## config.mk

```make
export PLATFORM = sky130hd
export DESIGN_NAME = incskip_or_movlit_exec
export DESIGN_NICKNAME = d
export VERILOG_FILES = /design/src/common/exec_pkg.sv /design/src/common/decode_if.sv /design/src/incskip_or_movlit_exec.sv /design/src/instr_decoder.sv
export SDC_FILE = /design/constraint.sdc
export NUM_CORES = 1
export LEC_CHECK = 0
export ABC_AREA = 0
export CORE_ASPECT_RATIO = 0.6
export CORE_MARGIN = 2
export CORE_UTILIZATION = 60
export CTS_CLUSTER_SIZE = 25
export DETAILED_ROUTE_END_ITERATION = 10
export DONT_BUFFER_PORTS = 1
export GPL_TIMING_DRIVEN = 0
export PLACE_DENSITY = 0.76
export SYNTH_ARGS = -nofsm -noshare
export SYNTH_HDL_FRONTEND = slang
export SYNTH_SLANG_ARGS = --single-unit
```

## constraint.sdc

```tcl
create_clock -name i_ref_clk -period 3.72 [get_ports i_ref_clk]
set_input_delay 0.372 -clock i_ref_clk [delete_from_list [all_inputs] [get_ports i_ref_clk]]
set_output_delay 0.372 -clock i_ref_clk [all_outputs]
set_load 0.03 [all_outputs]
```

## src/common/exec_pkg.sv

```systemverilog
// Shared constants for the four-instruction execute block
package exec_pkg;

    // ========================================================
    // Word and field geometry
    // ========================================================
    localparam int unsigned INSTR_W     = 14;
    localparam int unsigned DATA_W      = 8;
    localparam int unsigned FADDR_W     = 7;
    localparam int unsigned OPC_HI      = 13;
    localparam int unsigned OPC6_LO     = 8;
    localparam int unsigned OPC4_LO     = 10;
    localparam int unsigned DEST_BIT    = 7;
    localparam int unsigned FADDR_HI    = 6;
    localparam int unsigned LIT_HI      = 7;

    // ========================================================
    // Opcode patterns
    // ========================================================
    // Six-bit major opcodes in bits 13..8
    localparam logic [5:0] OPC_INC_SKIP = 6'h0f; // 00 1111
    localparam logic [5:0] OPC_OR_FILE  = 6'h04; // 00 0100
    localparam logic [5:0] OPC_OR_LIT   = 6'h38; // 11 1000
    // Four-bit opcode in bits 13..10; bits 9..8 are don't care
    localparam logic [3:0] OPC_LOAD_LIT = 4'hc;  // 11 00xx

    // ========================================================
    // Destination encoding and reset values
    // ========================================================
    localparam logic             DEST_WORKING = 1'b0;
    localparam logic             DEST_FILE    = 1'b1;
    localparam logic [DATA_W-1:0]  W_RESET     = 8'h00;
    localparam logic               Z_RESET     = 1'b0;
    localparam logic [DATA_W-1:0]  DATA_ZERO   = 8'h00;
    localparam logic [DATA_W-1:0]  DATA_ONE    = 8'h01;
    localparam logic [FADDR_W-1:0] FADDR_RESET = 7'h00;

    // Operation selected by the decoder
    typedef enum logic [2:0] {
        OP_NONE,
        OP_INC_SKIP,
        OP_OR_FILE,
        OP_OR_LIT,
        OP_LOAD_LIT
    } exec_op_t;

endpackage

```

## src/common/decode_if.sv

```systemverilog
// Decoded instruction fields passed from the decoder to the execute logic
`timescale 1ns/1ps
interface decode_if;
    logic [exec_pkg::INSTR_W-1:0] instr;
    exec_pkg::exec_op_t           op;
    logic                         dest_file;
    logic [exec_pkg::FADDR_W-1:0] faddr;
    logic [exec_pkg::DATA_W-1:0]  literal;

    modport decoder (input instr, output op, output dest_file, output faddr, output literal);
    modport exec    (output instr, input op, input dest_file, input faddr, input literal);
endinterface

```

## src/incskip_or_movlit_exec.sv

```systemverilog
// Execute stage for increment-skip, OR with file, OR with literal and load literal
//
// Notes on behaviour
// [RULE1] Increment-skip adds one to file; d picks working or file; flags untouched.
// [RULE2] A zero increment result discards the already fetched next instruction.
// [RULE3] The discarded slot runs as a no-op: one cycle, or two when skipping.
// [RULE4] OR-with-file ORs working and file into d's target and updates zero.
// [RULE5] Load-literal copies the eight-bit literal into working; flags untouched.
// [RULE6] Fetch fills load-literal don't-cares with zero; decode ignores them anyway.
// [RULE7] OR-with-literal ORs working with literal into working and updates zero.
`timescale 1ns/1ps
module incskip_or_movlit_exec
(
    // Clock and reset
    input  wire logic                         i_ref_clk,
    input  wire logic                         i_reset,
    // Instruction from the fetch stage
    input  wire logic [exec_pkg::INSTR_W-1:0] i_instr,
    input  wire logic                         i_instr_valid,
    // File register read port (combinational read)
    output logic      [exec_pkg::FADDR_W-1:0] o_file_rd_addr,
    input  wire logic [exec_pkg::DATA_W-1:0]  i_file_rd_data,
    // File register write port
    output logic                              o_file_wr_en,
    output logic      [exec_pkg::FADDR_W-1:0] o_file_wr_addr,
    output logic      [exec_pkg::DATA_W-1:0]  o_file_wr_data,
    // Core state and status
    output logic      [exec_pkg::DATA_W-1:0]  o_working,
    output logic                              o_zero,
    output logic                              o_skip_pending,
    output logic                              o_discard,
    output logic                              o_unsupported
);

    // ========================================================
    // Decode
    // ========================================================
    decode_if dec ();

    instr_decoder u_decoder
    (
        .dec (dec)
    );

    // The decoder always looks at the word on the fetch bus
    assign dec.instr = i_instr;

    // ========================================================
    // State registers
    // ========================================================
    // Working register and zero flag
    logic [exec_pkg::DATA_W-1:0]  working_r;
    logic [exec_pkg::DATA_W-1:0]  working_nxt;
    logic                         zero_r;
    logic                         zero_nxt;

    // Skip control
    logic                         skip_r;
    logic                         skip_nxt;

    // File write port
    logic                         wr_en_r;
    logic                         wr_en_nxt;
    logic [exec_pkg::FADDR_W-1:0] wr_addr_r;
    logic [exec_pkg::FADDR_W-1:0] wr_addr_nxt;
    logic [exec_pkg::DATA_W-1:0]  wr_data_r;
    logic [exec_pkg::DATA_W-1:0]  wr_data_nxt;

    // Diagnostics
    logic                         unsup_r;
    logic                         unsup_nxt;

    // ========================================================
    // Slot qualification
    // ========================================================
    // A pending skip turns the next valid slot into a no-op; idle cycles
    // leave it armed, so fetch may stall between the skip and its victim
    wire slot_discard = i_instr_valid && skip_r;                // [RULE2]
    wire slot_exec    = i_instr_valid && !skip_r;

    wire do_inc_skip  = slot_exec && (dec.op == exec_pkg::OP_INC_SKIP);
    wire do_or_file   = slot_exec && (dec.op == exec_pkg::OP_OR_FILE);
    wire do_or_lit    = slot_exec && (dec.op == exec_pkg::OP_OR_LIT);
    wire do_load_lit  = slot_exec && (dec.op == exec_pkg::OP_LOAD_LIT);
    wire do_none      = slot_exec && (dec.op == exec_pkg::OP_NONE);

    // ========================================================
    // Operand fetch with write bypass
    // ========================================================
    // The file write lands one edge late, so a back-to-back read of the
    // same register would see stale data without this forward path
    wire bypass_hit = wr_en_r && (wr_addr_r == dec.faddr);
    wire [exec_pkg::DATA_W-1:0] file_val = bypass_hit ? wr_data_r : i_file_rd_data;

    assign o_file_rd_addr = dec.faddr;

    // ========================================================
    // Arithmetic and logic results
    // ========================================================
    // Increment wraps at eight bits; the carry is dropped on purpose
    wire [exec_pkg::DATA_W-1:0] inc_result   = file_val + exec_pkg::DATA_ONE;  // [RULE1]
    wire [exec_pkg::DATA_W-1:0] or_file_res  = working_r | file_val;           // [RULE4]
    wire [exec_pkg::DATA_W-1:0] or_lit_res   = working_r | dec.literal;        // [RULE7]
    wire                        inc_is_zero  = (inc_result == exec_pkg::DATA_ZERO);
    wire                        or_file_zero = (or_file_res == exec_pkg::DATA_ZERO);
    wire                        or_lit_zero  = (or_lit_res == exec_pkg::DATA_ZERO);

    // Destination steering for the two file-register forms
    wire to_file    = (dec.dest_file == exec_pkg::DEST_FILE);
    wire to_working = (dec.dest_file == exec_pkg::DEST_WORKING);

    // ========================================================
    // Next-state selection
    // ========================================================
    // Working register: file forms write it only when d selects working
    assign working_nxt = (do_inc_skip && to_working) ? inc_result :   // [RULE1]
                         (do_or_file  && to_working) ? or_file_res :  // [RULE4]
                         do_or_lit                   ? or_lit_res  :  // [RULE7]
                         do_load_lit                 ? dec.literal :  // [RULE5]
                                                       working_r;

    // ========================================================
    // Status flag
    // ========================================================
    // Zero flag: only the two OR forms touch it; increment and load leave it
    assign zero_nxt = do_or_file ? or_file_zero :                    // [RULE4]
                      do_or_lit  ? or_lit_zero  :                    // [RULE7]
                                   zero_r;                           // [RULE1] [RULE5]

    // ========================================================
    // Skip control
    // ========================================================
    // Skip is armed by a zero increment and spent by the next valid slot.
    // Arming needs an executed slot, so arm and spend never meet in one cycle
    assign skip_nxt = do_inc_skip   ? inc_is_zero :                  // [RULE2]
                      slot_discard  ? 1'b0        :                  // [RULE3]
                                      skip_r;

    // ========================================================
    // File write back
    // ========================================================
    // Address and data follow every file form; only the enable looks at d,
    // so the port shows the last file-form result even when it went to working
    wire file_form     = do_inc_skip || do_or_file;
    assign wr_en_nxt   = file_form && to_file;                       // [RULE1] [RULE4]
    assign wr_addr_nxt = file_form ? dec.faddr : wr_addr_r;
    assign wr_data_nxt = do_inc_skip ? inc_result  :                 // [RULE1]
                         do_or_file  ? or_file_res :                 // [RULE4]
                                       wr_data_r;

    // ========================================================
    // Diagnostics
    // ========================================================
    // Words outside the four handled opcodes are flagged and otherwise ignored
    assign unsup_nxt = do_none;

    // ========================================================
    // Core state flops
    // ========================================================
    // Working register and zero flag
    always_ff @(posedge i_ref_clk)
    begin
        if (i_reset)
        begin
            working_r <= exec_pkg::W_RESET;
            zero_r    <= exec_pkg::Z_RESET;
        end
        else
        begin
            working_r <= working_nxt;
            zero_r    <= zero_nxt;
        end
    end

    // Skip state; a reset drops any pending discard
    always_ff @(posedge i_ref_clk)
    begin
        if (i_reset)
        begin
            skip_r <= 1'b0;
        end
        else
        begin
            skip_r <= skip_nxt;
        end
    end

    // Write port and diagnostic flops
    always_ff @(posedge i_ref_clk)
    begin
        if (i_reset)
        begin
            wr_en_r   <= 1'b0;
            wr_addr_r <= exec_pkg::FADDR_RESET;
            wr_data_r <= exec_pkg::DATA_ZERO;
            unsup_r   <= 1'b0;
        end
        else
        begin
            wr_en_r   <= wr_en_nxt;
            wr_addr_r <= wr_addr_nxt;
            wr_data_r <= wr_data_nxt;
            unsup_r   <= unsup_nxt;
        end
    end

    // ========================================================
    // Outputs
    // ========================================================
    // Discard is a handshake back to fetch, so it stays combinational
    assign o_discard      = slot_discard;                            // [RULE3]
    assign o_skip_pending = skip_r;

    // Core state straight from the flops
    assign o_working      = working_r;
    assign o_zero         = zero_r;

    // Registered write port, so the array sees a clean one-cycle strobe
    assign o_file_wr_en   = wr_en_r;
    assign o_file_wr_addr = wr_addr_r;
    assign o_file_wr_data = wr_data_r;

    // Diagnostic pulse for words outside the handled set
    assign o_unsupported  = unsup_r;

endmodule

```

## src/instr_decoder.sv

```systemverilog
// Opcode and field decoder for the four supported instructions
`timescale 1ns/1ps
module instr_decoder
(
    // Decoded fields
    decode_if.decoder dec
);

    // ========================================================
    // Opcode match
    // ========================================================
    // Field extraction
    wire [5:0] opc6 = dec.instr[exec_pkg::OPC_HI:exec_pkg::OPC6_LO];
    wire [3:0] opc4 = dec.instr[exec_pkg::OPC_HI:exec_pkg::OPC4_LO];

    // Load literal compares only bits 13..10, so the don't-care pair never changes its result
    wire hit_inc_skip = (opc6 == exec_pkg::OPC_INC_SKIP);
    wire hit_or_file  = (opc6 == exec_pkg::OPC_OR_FILE);
    wire hit_or_lit   = (opc6 == exec_pkg::OPC_OR_LIT);
    wire hit_load_lit = (opc4 == exec_pkg::OPC_LOAD_LIT); // [RULE6]

    // Patterns are disjoint, so the priority order is immaterial
    assign dec.op = hit_inc_skip ? exec_pkg::OP_INC_SKIP :
                    hit_or_file  ? exec_pkg::OP_OR_FILE  :
                    hit_or_lit   ? exec_pkg::OP_OR_LIT   :
                    hit_load_lit ? exec_pkg::OP_LOAD_LIT :
                                   exec_pkg::OP_NONE;

    // Operand fields
    assign dec.dest_file = dec.instr[exec_pkg::DEST_BIT];
    assign dec.faddr     = dec.instr[exec_pkg::FADDR_HI:0];
    assign dec.literal   = dec.instr[exec_pkg::LIT_HI:0];

endmodule

```

# After elaboration in Yosys (flattened, before gate mapping)

Index checks and enable logic that the tools add are counted.

Flip-flop bits (word level): 27
Input bits: 25
Output and inout bits: 35
Logic and storage cells: 56

Add/subtract/negate cells: 1
Eq/ne operators: 9
Mux-type cells: 15
Bitwise logic cells: 3
Reductions and logical operators: 21

Operators by type and width:

| cell                                                             | count |
|---|---|
| 8-bit two-way mux                                                | 7 |
| 8-bit logical NOT                                                | 3 |
| 8-bit OR                                                         | 2 |
| 3-bit two-way mux                                                | 4 |
| 1-bit logical AND                                                | 11 |
| 8-bit by 1-bit adder with 8-bit output (second input constant)   | 1 |
| 7-bit == test                                                    | 1 |
| 3-bit by 2-bit == test with 1-bit output (second input constant) | 2 |
| 6-bit by 3-bit == test with 1-bit output (second input constant) | 1 |
| 6-bit by 4-bit == test with 1-bit output (second input constant) | 1 |
| 6-bit == test (second input constant)                            | 1 |
| 2-bit nonzero test                                               | 3 |
| 4-bit == test (second input constant)                            | 1 |
| 1-bit two-way mux                                                | 4 |
| 4-bit nonzero test                                               | 1 |
| 3-bit by 1-bit == test with 1-bit output (second input constant) | 1 |
| 3-bit == test (second input constant)                            | 1 |
| 3-bit logical NOT                                                | 1 |
| 1-bit logical NOT                                                | 1 |
| 1-bit logical OR                                                 | 1 |
| 1-bit NOT                                                        | 1 |

# Logic depth before layout (Yosys ltp)

Gate-level depths: netlist of the first run.

Word-level depth: 11
Mapped depth: 13
Mapped depth without buffers: 12

# By module

A second synthesis of the first run with hierarchy kept.

Cell total of the unflattened synthesis: 272
Area, all modules: 2179.6 sq um

Modules (own cells, without submodules):

| module                 | instances | cells each | area each (sq um) | seq. area each (sq um) |
|---|---|---|---|---|
| incskip_or_movlit_exec | 1         | 248        | 1994.4            | 540.5 |
| instr_decoder          | 1         | 24         | 185.2             | 0.0 |

# Worst setup path after synthesis of the first run

No wires, ideal clock.

Kind: reg-to-reg
Start point: register wr_addr_r, in the netlist o_file_wr_addr[3]
End point: register skip_r, in the netlist o_skip_pending
Setup time: 0.069 ns
Arrival: 3.016 ns
Required time: 3.651 ns
Setup slack: 0.635 ns
Cell stages (with the launch flop): 13
Buffers on the path: 1
Clock period less this slack: 3.085 ns
Path through: dfxtp_1 xnor2_1 nand4_2 nor2_4 buf_12 mux2_2 ha_1 and3_1 nand3_1 xor2_1 mux2i_1 or4_1 o21ai_1

Cells in the longest elaborated chain, start to end: 6

RTL lines:

| item                                   | RTL line                      | source |
|---|---|---|
| from (decl)                            | incskip_or_movlit_exec.sv:64  | `logic [exec_pkg::FADDR_W-1:0] wr_addr_r;` |
| from (signal assigned)                 | incskip_or_movlit_exec.sv:194 | `wr_addr_r <= exec_pkg::FADDR_RESET;` |
| from (signal assigned)                 | incskip_or_movlit_exec.sv:201 | `wr_addr_r <= wr_addr_nxt;` |
| 7-bit == test                          | incskip_or_movlit_exec.sv:92  | `wire bypass_hit = wr_en_r && (wr_addr_r == dec.faddr);` |
| 1-bit logical AND                      | incskip_or_movlit_exec.sv:92  |  |
| 8-bit two-way mux                      | incskip_or_movlit_exec.sv:93  | `wire [exec_pkg::DATA_W-1:0] file_val = bypass_hit ? wr_data_r : i_file_rd_data;` |
| 8-bit by 1-bit adder with 8-bit output | incskip_or_movlit_exec.sv:101 | `wire [exec_pkg::DATA_W-1:0] inc_result = file_val + exec_pkg::DATA_ONE;` |
| 8-bit logical NOT                      | incskip_or_movlit_exec.sv:104 | `wire inc_is_zero = (inc_result == exec_pkg::DATA_ZERO);` |
| 1-bit two-way mux                      | incskip_or_movlit_exec.sv:135 | `assign skip_nxt = do_inc_skip ? inc_is_zero :` |
| to (signal assigned)                   | incskip_or_movlit_exec.sv:184 | `skip_r <= skip_nxt;` |
| to (decl)                              | incskip_or_movlit_exec.sv:58  | `logic skip_r;` |

No other way between the ends.
A chain may end at the register's enable or synchronous reset.

# Worst setup path in the final report of the first run

Start point: register wr_addr_r, in the netlist o_file_wr_addr[4]
End point: register skip_r, in the netlist o_skip_pending

Same word-level chain as after synthesis.

==> metrics.txt, run 1 <==
root buffer selected by CTS clkbuf_8; required time of the critical path 3930 ps; Top Ports 60; router iterations before antenna repair 6; leading register cell type out of synthesis dfxtp_1; instance area at placement around 2100 um2; maximum vdd drop 0.0002123 V; share of layout cells above drive strength 1 14.07%; most common library cell in the layout ignoring fill and taps nor2_1; clock-pin transition on the worst setup and hold timing paths 90 ps; kind of start point of the critical path register; min cycle time layout 3526 ps; CP Data Arrival Time 3740 ps; wire length per cell after detailed routing 19.56 um; part of the Yosys area used for sequential elements a little over a quarter; total via count after detailed routing 2026; antenna-violating nets left 0; Design Area, Final 2147 um2; max-slew violation count 0; maximum fanout along the worst path 10; wire length after detailed routing 6023 um; total clock sinks 27; post-synthesis instance area 2037 um2; antenna violations before repair 0; vias per std cell 6.578; number of instances resized during post-cts repair 0; number of synthesized flops with an enable pin 0; most frequent cells in the layout nor2_1, nand2_1, dfxtp_1, o21ai_0, a21oi_1; number of flip-flops and latches in the synthesized netlist 27; maximum frequency from static timing analysis roughly 280 MHz; synthesized net count 285; number of buffers inserted during clock tree synthesis 3; horizontal die dimension 79.22 um; Lkg Pwr 0.0007050 uW; Fin Clk Skew 1.800 ps; placeable core area approximately 3200 um2; fraction of the cycle the final worst path needs 94.79%; Skew-Pair Late Insertion Delay roughly 270 ps; RSZ-0062 raised after global routing false; first-pass GRT wire length 9825 um; CTS H-Tree Depth 1; RePlAce Congestion 0.9415; multi-input logic area 1365 um2; number of warnings issued by yosys 0; vias in the first global route 1886; P&R area growth vs syn 5.405%; Mapped Cells 259; sum of net half-perimeters after detailed placement 4590 um; Antenna Cells 0; initial standard-cell utilization of the core between 60% and 70%; Port Buffers 0; TritonCTS clock tree done; Filler cells 300; sequential cell area 549.3 um2; worst rel slew slack 54.39%; buffers from clock root to sink, at most 2; number of max-cap violations 0; sort of element at the end of the critical path register; overall die area about 3900 um2; net total in the final layout 290; final number of setup-violating endpoints 0; Mean Syn Cell Area 7.865 um2; number of hold buffers added after cts 0; Std-Cell Rows 16; # DRC 0; post-CTS setup buffer count 0; synth unique cells 50; power density over cell area 262.6 nW/um2; run status complete, no violations; total count of hold-check failures in the final report 0; FFs w/ async S/R, synth 0%; 1st-iter DRT viols 326; hold crit path type primary input to register; critical setup path kind register to register; maximum number of pins on one net before global-route repair 15; Worst Max-Slew Pin Slew 681.6 ps; global-route usage over all layers 32.36%; overall die height approximately 49 um; global-route congestion overflow total 0; Final TNS setup 0 ps
-- state kept, by name, indices dropped and copies added (netlist names) --
register / flops
o_file_wr_addr: 7
o_file_wr_data: 8
o_file_wr_en: 1
o_skip_pending: 1
o_unsupported: 1
o_zero: 1
o_working: 8
-- final timing paths --
check	start	to	slack (ps)	depth (start not counted)
worst max-delay path	o_file_wr_addr[4]$_SDFFE_PP0N_	o_skip_pending$_SDFFE_PP0P_	190	13
worst min register to register	o_file_wr_addr[6]$_SDFFE_PP0N_	o_file_wr_addr[6]$_SDFFE_PP0N_	550	2
worst min-delay path	i_instr[1]	o_file_wr_addr[1]$_SDFFE_PP0N_	250	2
worst max register to register	o_file_wr_addr[4]$_SDFFE_PP0N_	o_skip_pending$_SDFFE_PP0P_	190	13
-- stage by stage --
stage	power (uW)	cells	utilization [%]	setup slack, ps	hold WS, ps
after global placement	402.7	304	64.54	150.7	539.2
after global routing	586.8	308	66.20	14.84	255.8
after CTS	562.0	308	65.93	114.7	250.8
after detailed placement	402.7	304	64.54	128.4	540.5
after floorplan	384.7	259	-	634.9	533.3
final	563.9	308	66.20	193.8	248.0
-- metal layers --
metal	share of wire (%)	global-route usage (%)	routed length, um
met5	0	0	0
met4	0.56	4.885	34
met3	12	10.93	738
met2	40	43.08	2426
met1	47	50.58	2824
-- critical path: stages (launching register included) --
cell and delay (ps):
dfxtp_2 450, xnor2_1 170, nand4_2 230, nor2_4 300, buf_12 170, mux2i_1 330, inv_1 140, ha_1 310
and3_1 250, nand3_1 100, xor2_1 150, mux2i_1 170, or4_1 580, o21ai_1 120
-- synth_stat cells (3+ instances only) --
| master | instances | share of area, % |
|---|---|---|
| buf_2 | 5 | 1.2 |
| nand2_1 | 22 | 4.1 |
| o21ai_0 | 14 | 3.4 |
| clkbuf_1 | 5 | 0.92 |
| a21oi_1 | 13 | 3.2 |
| nor4_1 | 6 | 1.8 |
| buf_4 | 7 | 2.6 |
| o31ai_1 | 11 | 4.1 |
| nand4_1 | 3 | 0.92 |
| a211o_1 | 3 | 1.3 |
| a311oi_1 | 5 | 2.1 |
| dfxtp_1 | 27 | 27 |
| nor2_1 | 31 | 5.7 |
| inv_1 | 3 | 0.55 |
| xor2_1 | 8 | 3.4 |
| mux2i_1 | 8 | 3.9 |
| nand2b_1 | 6 | 1.8 |
| a211oi_1 | 6 | 2.2 |
| or4_1 | 5 | 1.8 |
| mux2_2 | 6 | 3.3 |
| xnor2_1 | 9 | 3.9 |
| nand3_1 | 9 | 2.2 |
| nor3_1 | 7 | 1.7 |
| and3_1 | 7 | 2.1 |
-- layout make-up --
cell class / instances / share of cell area [%]
multi-input combinational: 210 / 63.58
sequential: 27 / 25.58
buffer: 19 / 5.594
tap: 45 / 2.622
clock buffer: 4 / 2.098
inverter: 3 / 0.5245
-- power by group --
| part | switching (uW) | internal (uW) |
|---|---|---|
| Clock | 89.3 | 76.7 |
| Sequential | 18.7 | 294 |
| Combinational | 50.4 | 34.9 |
| Total | 158 | 406 |
-- cells by family (layout without fill, tap and decap cells) --
| kind of cell | after synthesis | count (layout) | synth area share (%) |
|---|---|---|---|
| xor+xnor | 17 | 17 | 7.310 |
| compound gates | 66 | 66 | 21.81 |
| buf+inv | 22 | 26 | 6.449 |
| fa+ha+maj | 1 | 1 | 0.6142 |
| simple gates | 112 | 112 | 30.04 |
| flops | 27 | 27 | 26.54 |
| mux | 14 | 14 | 7.248 |
(Power assumes the default switching activity.)
==> inputs of run 2 (changes only) <==
CORE_ASPECT_RATIO = 0.9   (was 0.6)
RECOVER_POWER = 25   (was unset)
==> run 2 against run 1 <==
  * Routed wire length is 0.98% lower
  * Clock power is 4% higher
  * Clock skew is 1.2 ps higher
  * Hold slack worse by 10 ps
  * Sequential power hardly changed
  * Critical path depth stayed put
  * Worst setup slack better by 63 ps
  * Non-clock buffer count is 3 higher
  * Flip-flop and latch count stayed put
  * Die area is 0.39% lower
  * First-iteration DRC count is 33% lower
  * Critical endpoint unchanged
==> metrics.txt, run 2 (synthesis results as in run 1) <==
sum of net half-perimeters after detailed placement 4362 um; Std-Cell Rows 20; startpoint of the lowest-slack register-to-register path o_file_wr_addr[3]$_SDFFE_PP0N_; maximum frequency from static timing analysis 288.8 MHz; required time of the critical path roughly 3900 ps; max-slew violation count 0; run status complete, no violations; kind of start point of the critical path register; number of max-cap violations 0; wire length after detailed routing between 5000 and 6000 um; terminating pin of the worst hold path o_file_wr_addr[6]$_SDFFE_PP0N_; hold-critical path depth 2; first-pass GRT wire length 9135 um; slowest cell on the critical path or4_1; DP Cell Count approximately 300; power density over cell area 264.1 nW/um2; Filler cells 317; RSZ-0062 raised after global routing false; clock-pin transition on the worst setup and hold timing paths 90 ps; vias in the first global route 1733; most common library cell in the layout ignoring fill and taps nor2_1; Lkg Pwr 0.0006993 uW; wire length per cell after detailed routing 19.24 um; global-route usage over all layers 31.62%; overall die height 59.28 um; router iterations before antenna repair 5; FF-to-FF End o_skip_pending$_SDFFE_PP0P_; Worst path max stage delay ~580 ps; most frequent cells in the layout nor2_1, nand2_1, dfxtp_1, o21ai_0; hold crit path type primary input to register; CTS H-Tree Depth 1; root buffer selected by CTS clkbuf_8; maximum vdd drop between 0.0002 and 0.00025 V; CP Data Arrival Time 3680 ps; register-to-register setup slack about 260 ps; Top Ports 60; startpoint of the worst hold path i_instr[6]; global-route congestion overflow total 0; critical setup path kind register to register; number of cell instances on the worst register-to-register path 13; number of buffers inserted during clock tree synthesis 3; total count of hold-check failures in the final report 0; horizontal die dimension 65.42 um; final number of setup-violating endpoints 0; RePlAce Congestion 0.9485; P&R area growth vs syn 5.344%; Skew-Pair Late Insertion Delay 280 ps; placeable core area 3303 um2; 1st-iter DRT viols 218; sort of element at the end of the critical path register; Antenna Cells 0; min cycle time layout ~3500 ps; vias per std cell 6.577; maximum fanout along the worst path 10; # DRC 0; Fin Clk Skew 2.954 ps; Final TNS setup 0 ps; Port Buffers 0; initial standard-cell utilization of the core 61.67%; maximum number of pins on one net before global-route repair 15; Worst Max-Slew Pin Slew 682.1 ps; antenna violations before repair 0; buffers from clock root to sink, at most 2; share of layout cells above drive strength 1 between 10% and 20%; non-filler cells, final 310; total via count after detailed routing 2039; fraction of the cycle the final worst path needs 93.09%; cell chain of the critical path xnor2_1 > nand4_2 > nor2_4 > buf_12 > mux2i_2 > inv_1 > ha_1 > and3_1 > nand3_1 > xor2_1 > mux2i_1 > or4_1 > o21ai_1; TritonCTS clock tree done; antenna-violating nets left 0; overall die area 3877 um2; total clock sinks 27; worst rel slew slack 54.36%; net total in the final layout 293
[run 2: layer usage]
metal / vias to the layer above / track usage (%) / share of wire, % / wire length [um]
met5: - / 0 / 0 / 0
met4: 0 / 8.929 / 2.6 / 155
met3: 17 / 9.316 / 11 / 676
met2: 113 / 44.90 / 42 / 2531
met1: 940 / 46.45 / 44 / 2601
li1: 969 / - / - / -
[run 2: timing repair]
item                       in CTS  in global routing
setup buffers                   0                  3
hold buffers                    0                  0
resized for setup               0                  8
setup endpoints to repair       0                  2
[run 2: stage by stage]
stage | cell area, um2 | total power [uW] | hold slack [ps] | worst slack [ps] | util, %
finish | 2146 | 566.8 | 237.7 | 257.0 | 64.96
global route | 2146 | 587.8 | 228.3 | 43.04 | 64.96
CTS | 2137 | 570.9 | 238.4 | 41.79 | 64.70
detailed placement | 2092 | 401.7 | 539.5 | 88.94 | 63.33
global placement | 2092 | 401.9 | 537.4 | 78.84 | 63.33
floorplan | 2037 | 384.7 | 533.3 | 634.9 | -
[run 2: area by class of cell]
cell class	count	area (um2)	area share (%)
multi-input combinational	210	1369	63.79
sequential	27	549.3	25.60
buffer	19	93.84	4.373
tap	44	55.05	2.566
clock buffer	4	45.04	2.099
timing repair buffer	3	22.52	1.050
inverter	3	11.26	0.5248
[run 2: where the power goes]
part / leakage [uW] / switching [uW] / internal [uW] / total [uW]
clock: 0.0000228 / 95.2 / 77.1 / 172
sequential: 0.000222 / 18.7 / 294 / 313
combinational: 0.000455 / 50.3 / 31.6 / 81.9
[run 2: critical path, delay by kind of cell, from the launching register on]
kind	cells	cell delay (ps)
muxes	2	530
buffers and inverters	2	310
xor gates and xnor gates	2	310
AOI/OAI and AO/OA	1	130
DFF	1	450
and+or+nand+nor	5	1370
adders and majority gates	1	300
[run 2: worst max-delay path by stage]
stage / cells past startpoint / slack, ps / start / to
2_1_floorplan: 12 / 630 / o_file_wr_addr[3]$_SDFFE_PP0N_ / o_skip_pending$_SDFFE_PP0P_
4_1_cts: 13 / 40 / o_file_wr_addr[4]$_SDFFE_PP0N_ / o_skip_pending$_SDFFE_PP0P_
5_1_grt: 13 / 40 / o_file_wr_addr[4]$_SDFFE_PP0N_ / o_skip_pending$_SDFFE_PP0P_
6_report: 13 / 260 / o_file_wr_addr[3]$_SDFFE_PP0N_ / o_skip_pending$_SDFFE_PP0P_
3_5_place_dp: 13 / 90 / o_file_wr_addr[4]$_SDFFE_PP0N_ / o_skip_pending$_SDFFE_PP0P_
3_3_place_gp: 13 / 80 / o_file_wr_addr[4]$_SDFFE_PP0N_ / o_skip_pending$_SDFFE_PP0P_
==> inputs of run 3 (changes only) <==
ABC_AREA = 1   (was 0)
SKIP_CTS_REPAIR_TIMING = 1   (was unset)
==> run 3 against run 2 <==
  * Flip-flop and latch count stayed put
  * Critical path type unchanged
  * Clock power increased by 3%
  * Global-route usage decreased by 2.1 points
  * First-iteration DRC count down 19%
  * Largest cell class unchanged
==> metrics.txt, run 3 <==
overall die area 4080 um2; total count of hold-check failures in the final report 0; final number of setup-violating endpoints 0; most common cell type on the critical path nand2_1; share of layout cells above drive strength 1 approximately 14%; run status complete, no violations; P&R area growth vs syn 3.607%; Fin Clk Skew approximately 8.5 ps; sum of net half-perimeters after detailed placement about 4400 um; RePlAce Congestion 0.9235; router iterations before antenna repair 5; maximum number of pins on one net before global-route repair 17; Std-Cell Rows 20; RSZ-0062 raised after global routing false; CTS H-Tree Depth 1; net total in the final layout ~380; most frequent cell after synthesis nand2_1; Worst path max stage delay 570 ps; synth unique cells 35; total clock sinks 27; overall die height slightly above 60 um; maximum vdd drop 0.0003216 V; CP Data Arrival Time 2630 ps; dominant cell type by area after synthesis dfxtp_1; global-route congestion overflow total 0; wire length per cell after detailed routing 14.24 um; register-to-register setup slack 1260 ps; post-synthesis instance area around 2200 um2; part of the Yosys area used for sequential elements approximately 25%; smallest setup slack after layout 1264 ps; Mapped Cells 344; maximum frequency from static timing analysis ~410 MHz; tightest hold margin approximately 270 ps; Port Buffers 0; vias in the first global route 1942; Antenna Cells 0; main area contributors after synthesis dfxtp_1, nand2_1, inv_1; slowest cell on the critical path dfxtp_1; total via count after detailed routing between 2k and 2.5k; first-pass GRT wire length around 9000 um; max-slew violation count 0; required time of the critical path 3900 ps; startpoint of the lowest-slack register-to-register path o_file_wr_addr[6]$_SDFFE_PP0N_; most frequent cells in the layout nand2_1, inv_1, nand3_1, dfxtp_1, o21ai_0; setup slack after placement 1316 ps; sort of element at the end of the critical path register; antenna-violating nets left 0; fraction of post-synthesis cell area in the top cell type by area 25.13%; number of warnings issued by yosys 0; critical setup path kind register to register; FF-to-FF End o_working[6]$_SDFFE_PP0P_; hold-critical path depth 2; cell chain of the critical path nor2_1 > nor2_1 > nand2_2 > nor2_8 > nand3_1 > nand2_1 > ha_1 > inv_1 > nor2_8 > nand3_2 > nand2_1 > nand2_2 > nand2_1 > o21ai_1 > o21ai_1 > inv_1; worst rel slew slack 51.81%; wire length after detailed routing between 5000 and 6000 um; TritonCTS clock tree done; kind of start point of the critical path register; Lkg Pwr approximately 0.0011 uW; top cells by count, synth nand2_1, inv_1, nand3_1; final core utilization 65.48%; Worst Max-Slew Pin Slew 720.1 ps; power density over cell area 270.1 nW/um2; clock-pin transition on the worst setup and hold timing paths 100 ps; number of buffers inserted during clock tree synthesis 3; vias per std cell 5.597; fraction of the cycle the final worst path needs 66.01%; Filler cells 353; Skew-Pair Late Insertion Delay between 200 and 300 ps; 1st-iter DRT viols between 150 and 200; terminating pin of the worst hold path o_file_wr_addr[6]$_SDFFE_PP0N_; number of flip-flops and latches in the synthesized netlist 27; global-route usage over all layers 29.52%; Final TNS setup 0 ps; FFs w/ async S/R, synth 0%; horizontal die dimension around 67 um; hold crit path type primary input to register; maximum fanout along the worst path 10; startpoint of the worst hold path i_instr[6]; Top Ports 60; # DRC 0; Mean Syn Cell Area 6.252 um2; synthesized net count 370; initial standard-cell utilization of the core 63.20%; placeable core area 3403 um2; most common library cell in the layout ignoring fill and taps nand2_1; antenna violations before repair 0; number of synthesized flops with an enable pin 0; leading register cell type out of synthesis dfxtp_1; root buffer selected by CTS clkbuf_8; min cycle time layout between 2000 and 2500 ps; number of cell instances on the worst register-to-register path 16; number of max-cap violations 0; buffers from clock root to sink, at most 2
run 3: cell count changes in the layout (fill, tap and decap cells not counted), sizes merged, moves of 8 or more:
cell | previous run | this run
nand2 | 22 | 97
mux2i | 8 | 0
o211ai | 0 | 10
o31ai | 11 | 0
nand3 | 9 | 37
buf | 10 | 2
inv | 3 | 58
xnor2 | 9 | 0
xor2 | 8 | 0
o21ai | 15 | 30
run 3: worst max-delay path by stage:
stage | startpoint | slack [ps] | end
after floorplan | o_file_wr_addr[0]$_SDFFE_PP0N_ | 1590 | o_working[6]$_SDFFE_PP0P_
after global placement | o_file_wr_addr[6]$_SDFFE_PP0N_ | 1330 | o_working[6]$_SDFFE_PP0P_
after detailed placement | o_file_wr_addr[6]$_SDFFE_PP0N_ | 1320 | o_skip_pending$_SDFFE_PP0P_
after CTS | o_file_wr_addr[6]$_SDFFE_PP0N_ | 1260 | o_skip_pending$_SDFFE_PP0P_
after global routing | o_file_wr_addr[6]$_SDFFE_PP0N_ | 1030 | o_working[6]$_SDFFE_PP0P_
final | o_file_wr_addr[6]$_SDFFE_PP0N_ | 1260 | o_working[6]$_SDFFE_PP0P_
run 3: cells by family after synthesis:
group | Yosys count | share of synthesized area, %
compound gates | 65 | 17.51
simple gates | 177 | 42.23
fa+ha+maj | 1 | 0.5816
flops | 27 | 25.13
buf+inv | 74 | 14.54
run 3: final cells by class:
type | count | area, um2 | share of cell area (%)
inverters | 60 | 225.2 | 10.11
clock inverters | 1 | 7.507 | 0.3369
plain buffers | 14 | 61.31 | 2.751
flip-flops and latches | 27 | 540.5 | 24.26
multi-input cells | 243 | 1297 | 58.23
clock buffers | 3 | 41.29 | 1.853
well taps | 44 | 55.05 | 2.471
run 3: critical path, delay by kind of cell (launching register included):
kind	cells	cell delay [ps]
adder cells (fa/ha/maj)	1	220
buffers and inverters	2	160
AO/OA/AOI/OAI	2	190
flip-flops	1	570
AND/OR/NAND/NOR	11	1220
run 3: metrics by stage:
| step | area [um2] | std cells | power, uW |
|---|---|---|---|
| 2_1_floorplan | 2151 | 344 | 413.3 |
| 3_5_place_dp | 2206 | 388 | 434.3 |
| 3_3_place_gp | 2206 | 388 | 433.0 |
| 5_1_grt | 2228 | 392 | 629.4 |
| 4_1_cts | 2255 | 392 | 609.5 |
| 6_report | 2228 | 392 | 601.9 |
run 3: power breakdown:
part,switching (uW),internal (uW)
Clock,100,76.2
Sequential,18.8,295
Combinational,77.7,33.6
run 3: routing by layer:
metal,vias to the layer above,share of wire [%],GRT usage [%]
met2,85,45,46.11
met1,983,46,41.72
li1,1118,-,-
met3,8,8.3,6.679
met4,0,0.88,6.706
met5,-,0,0
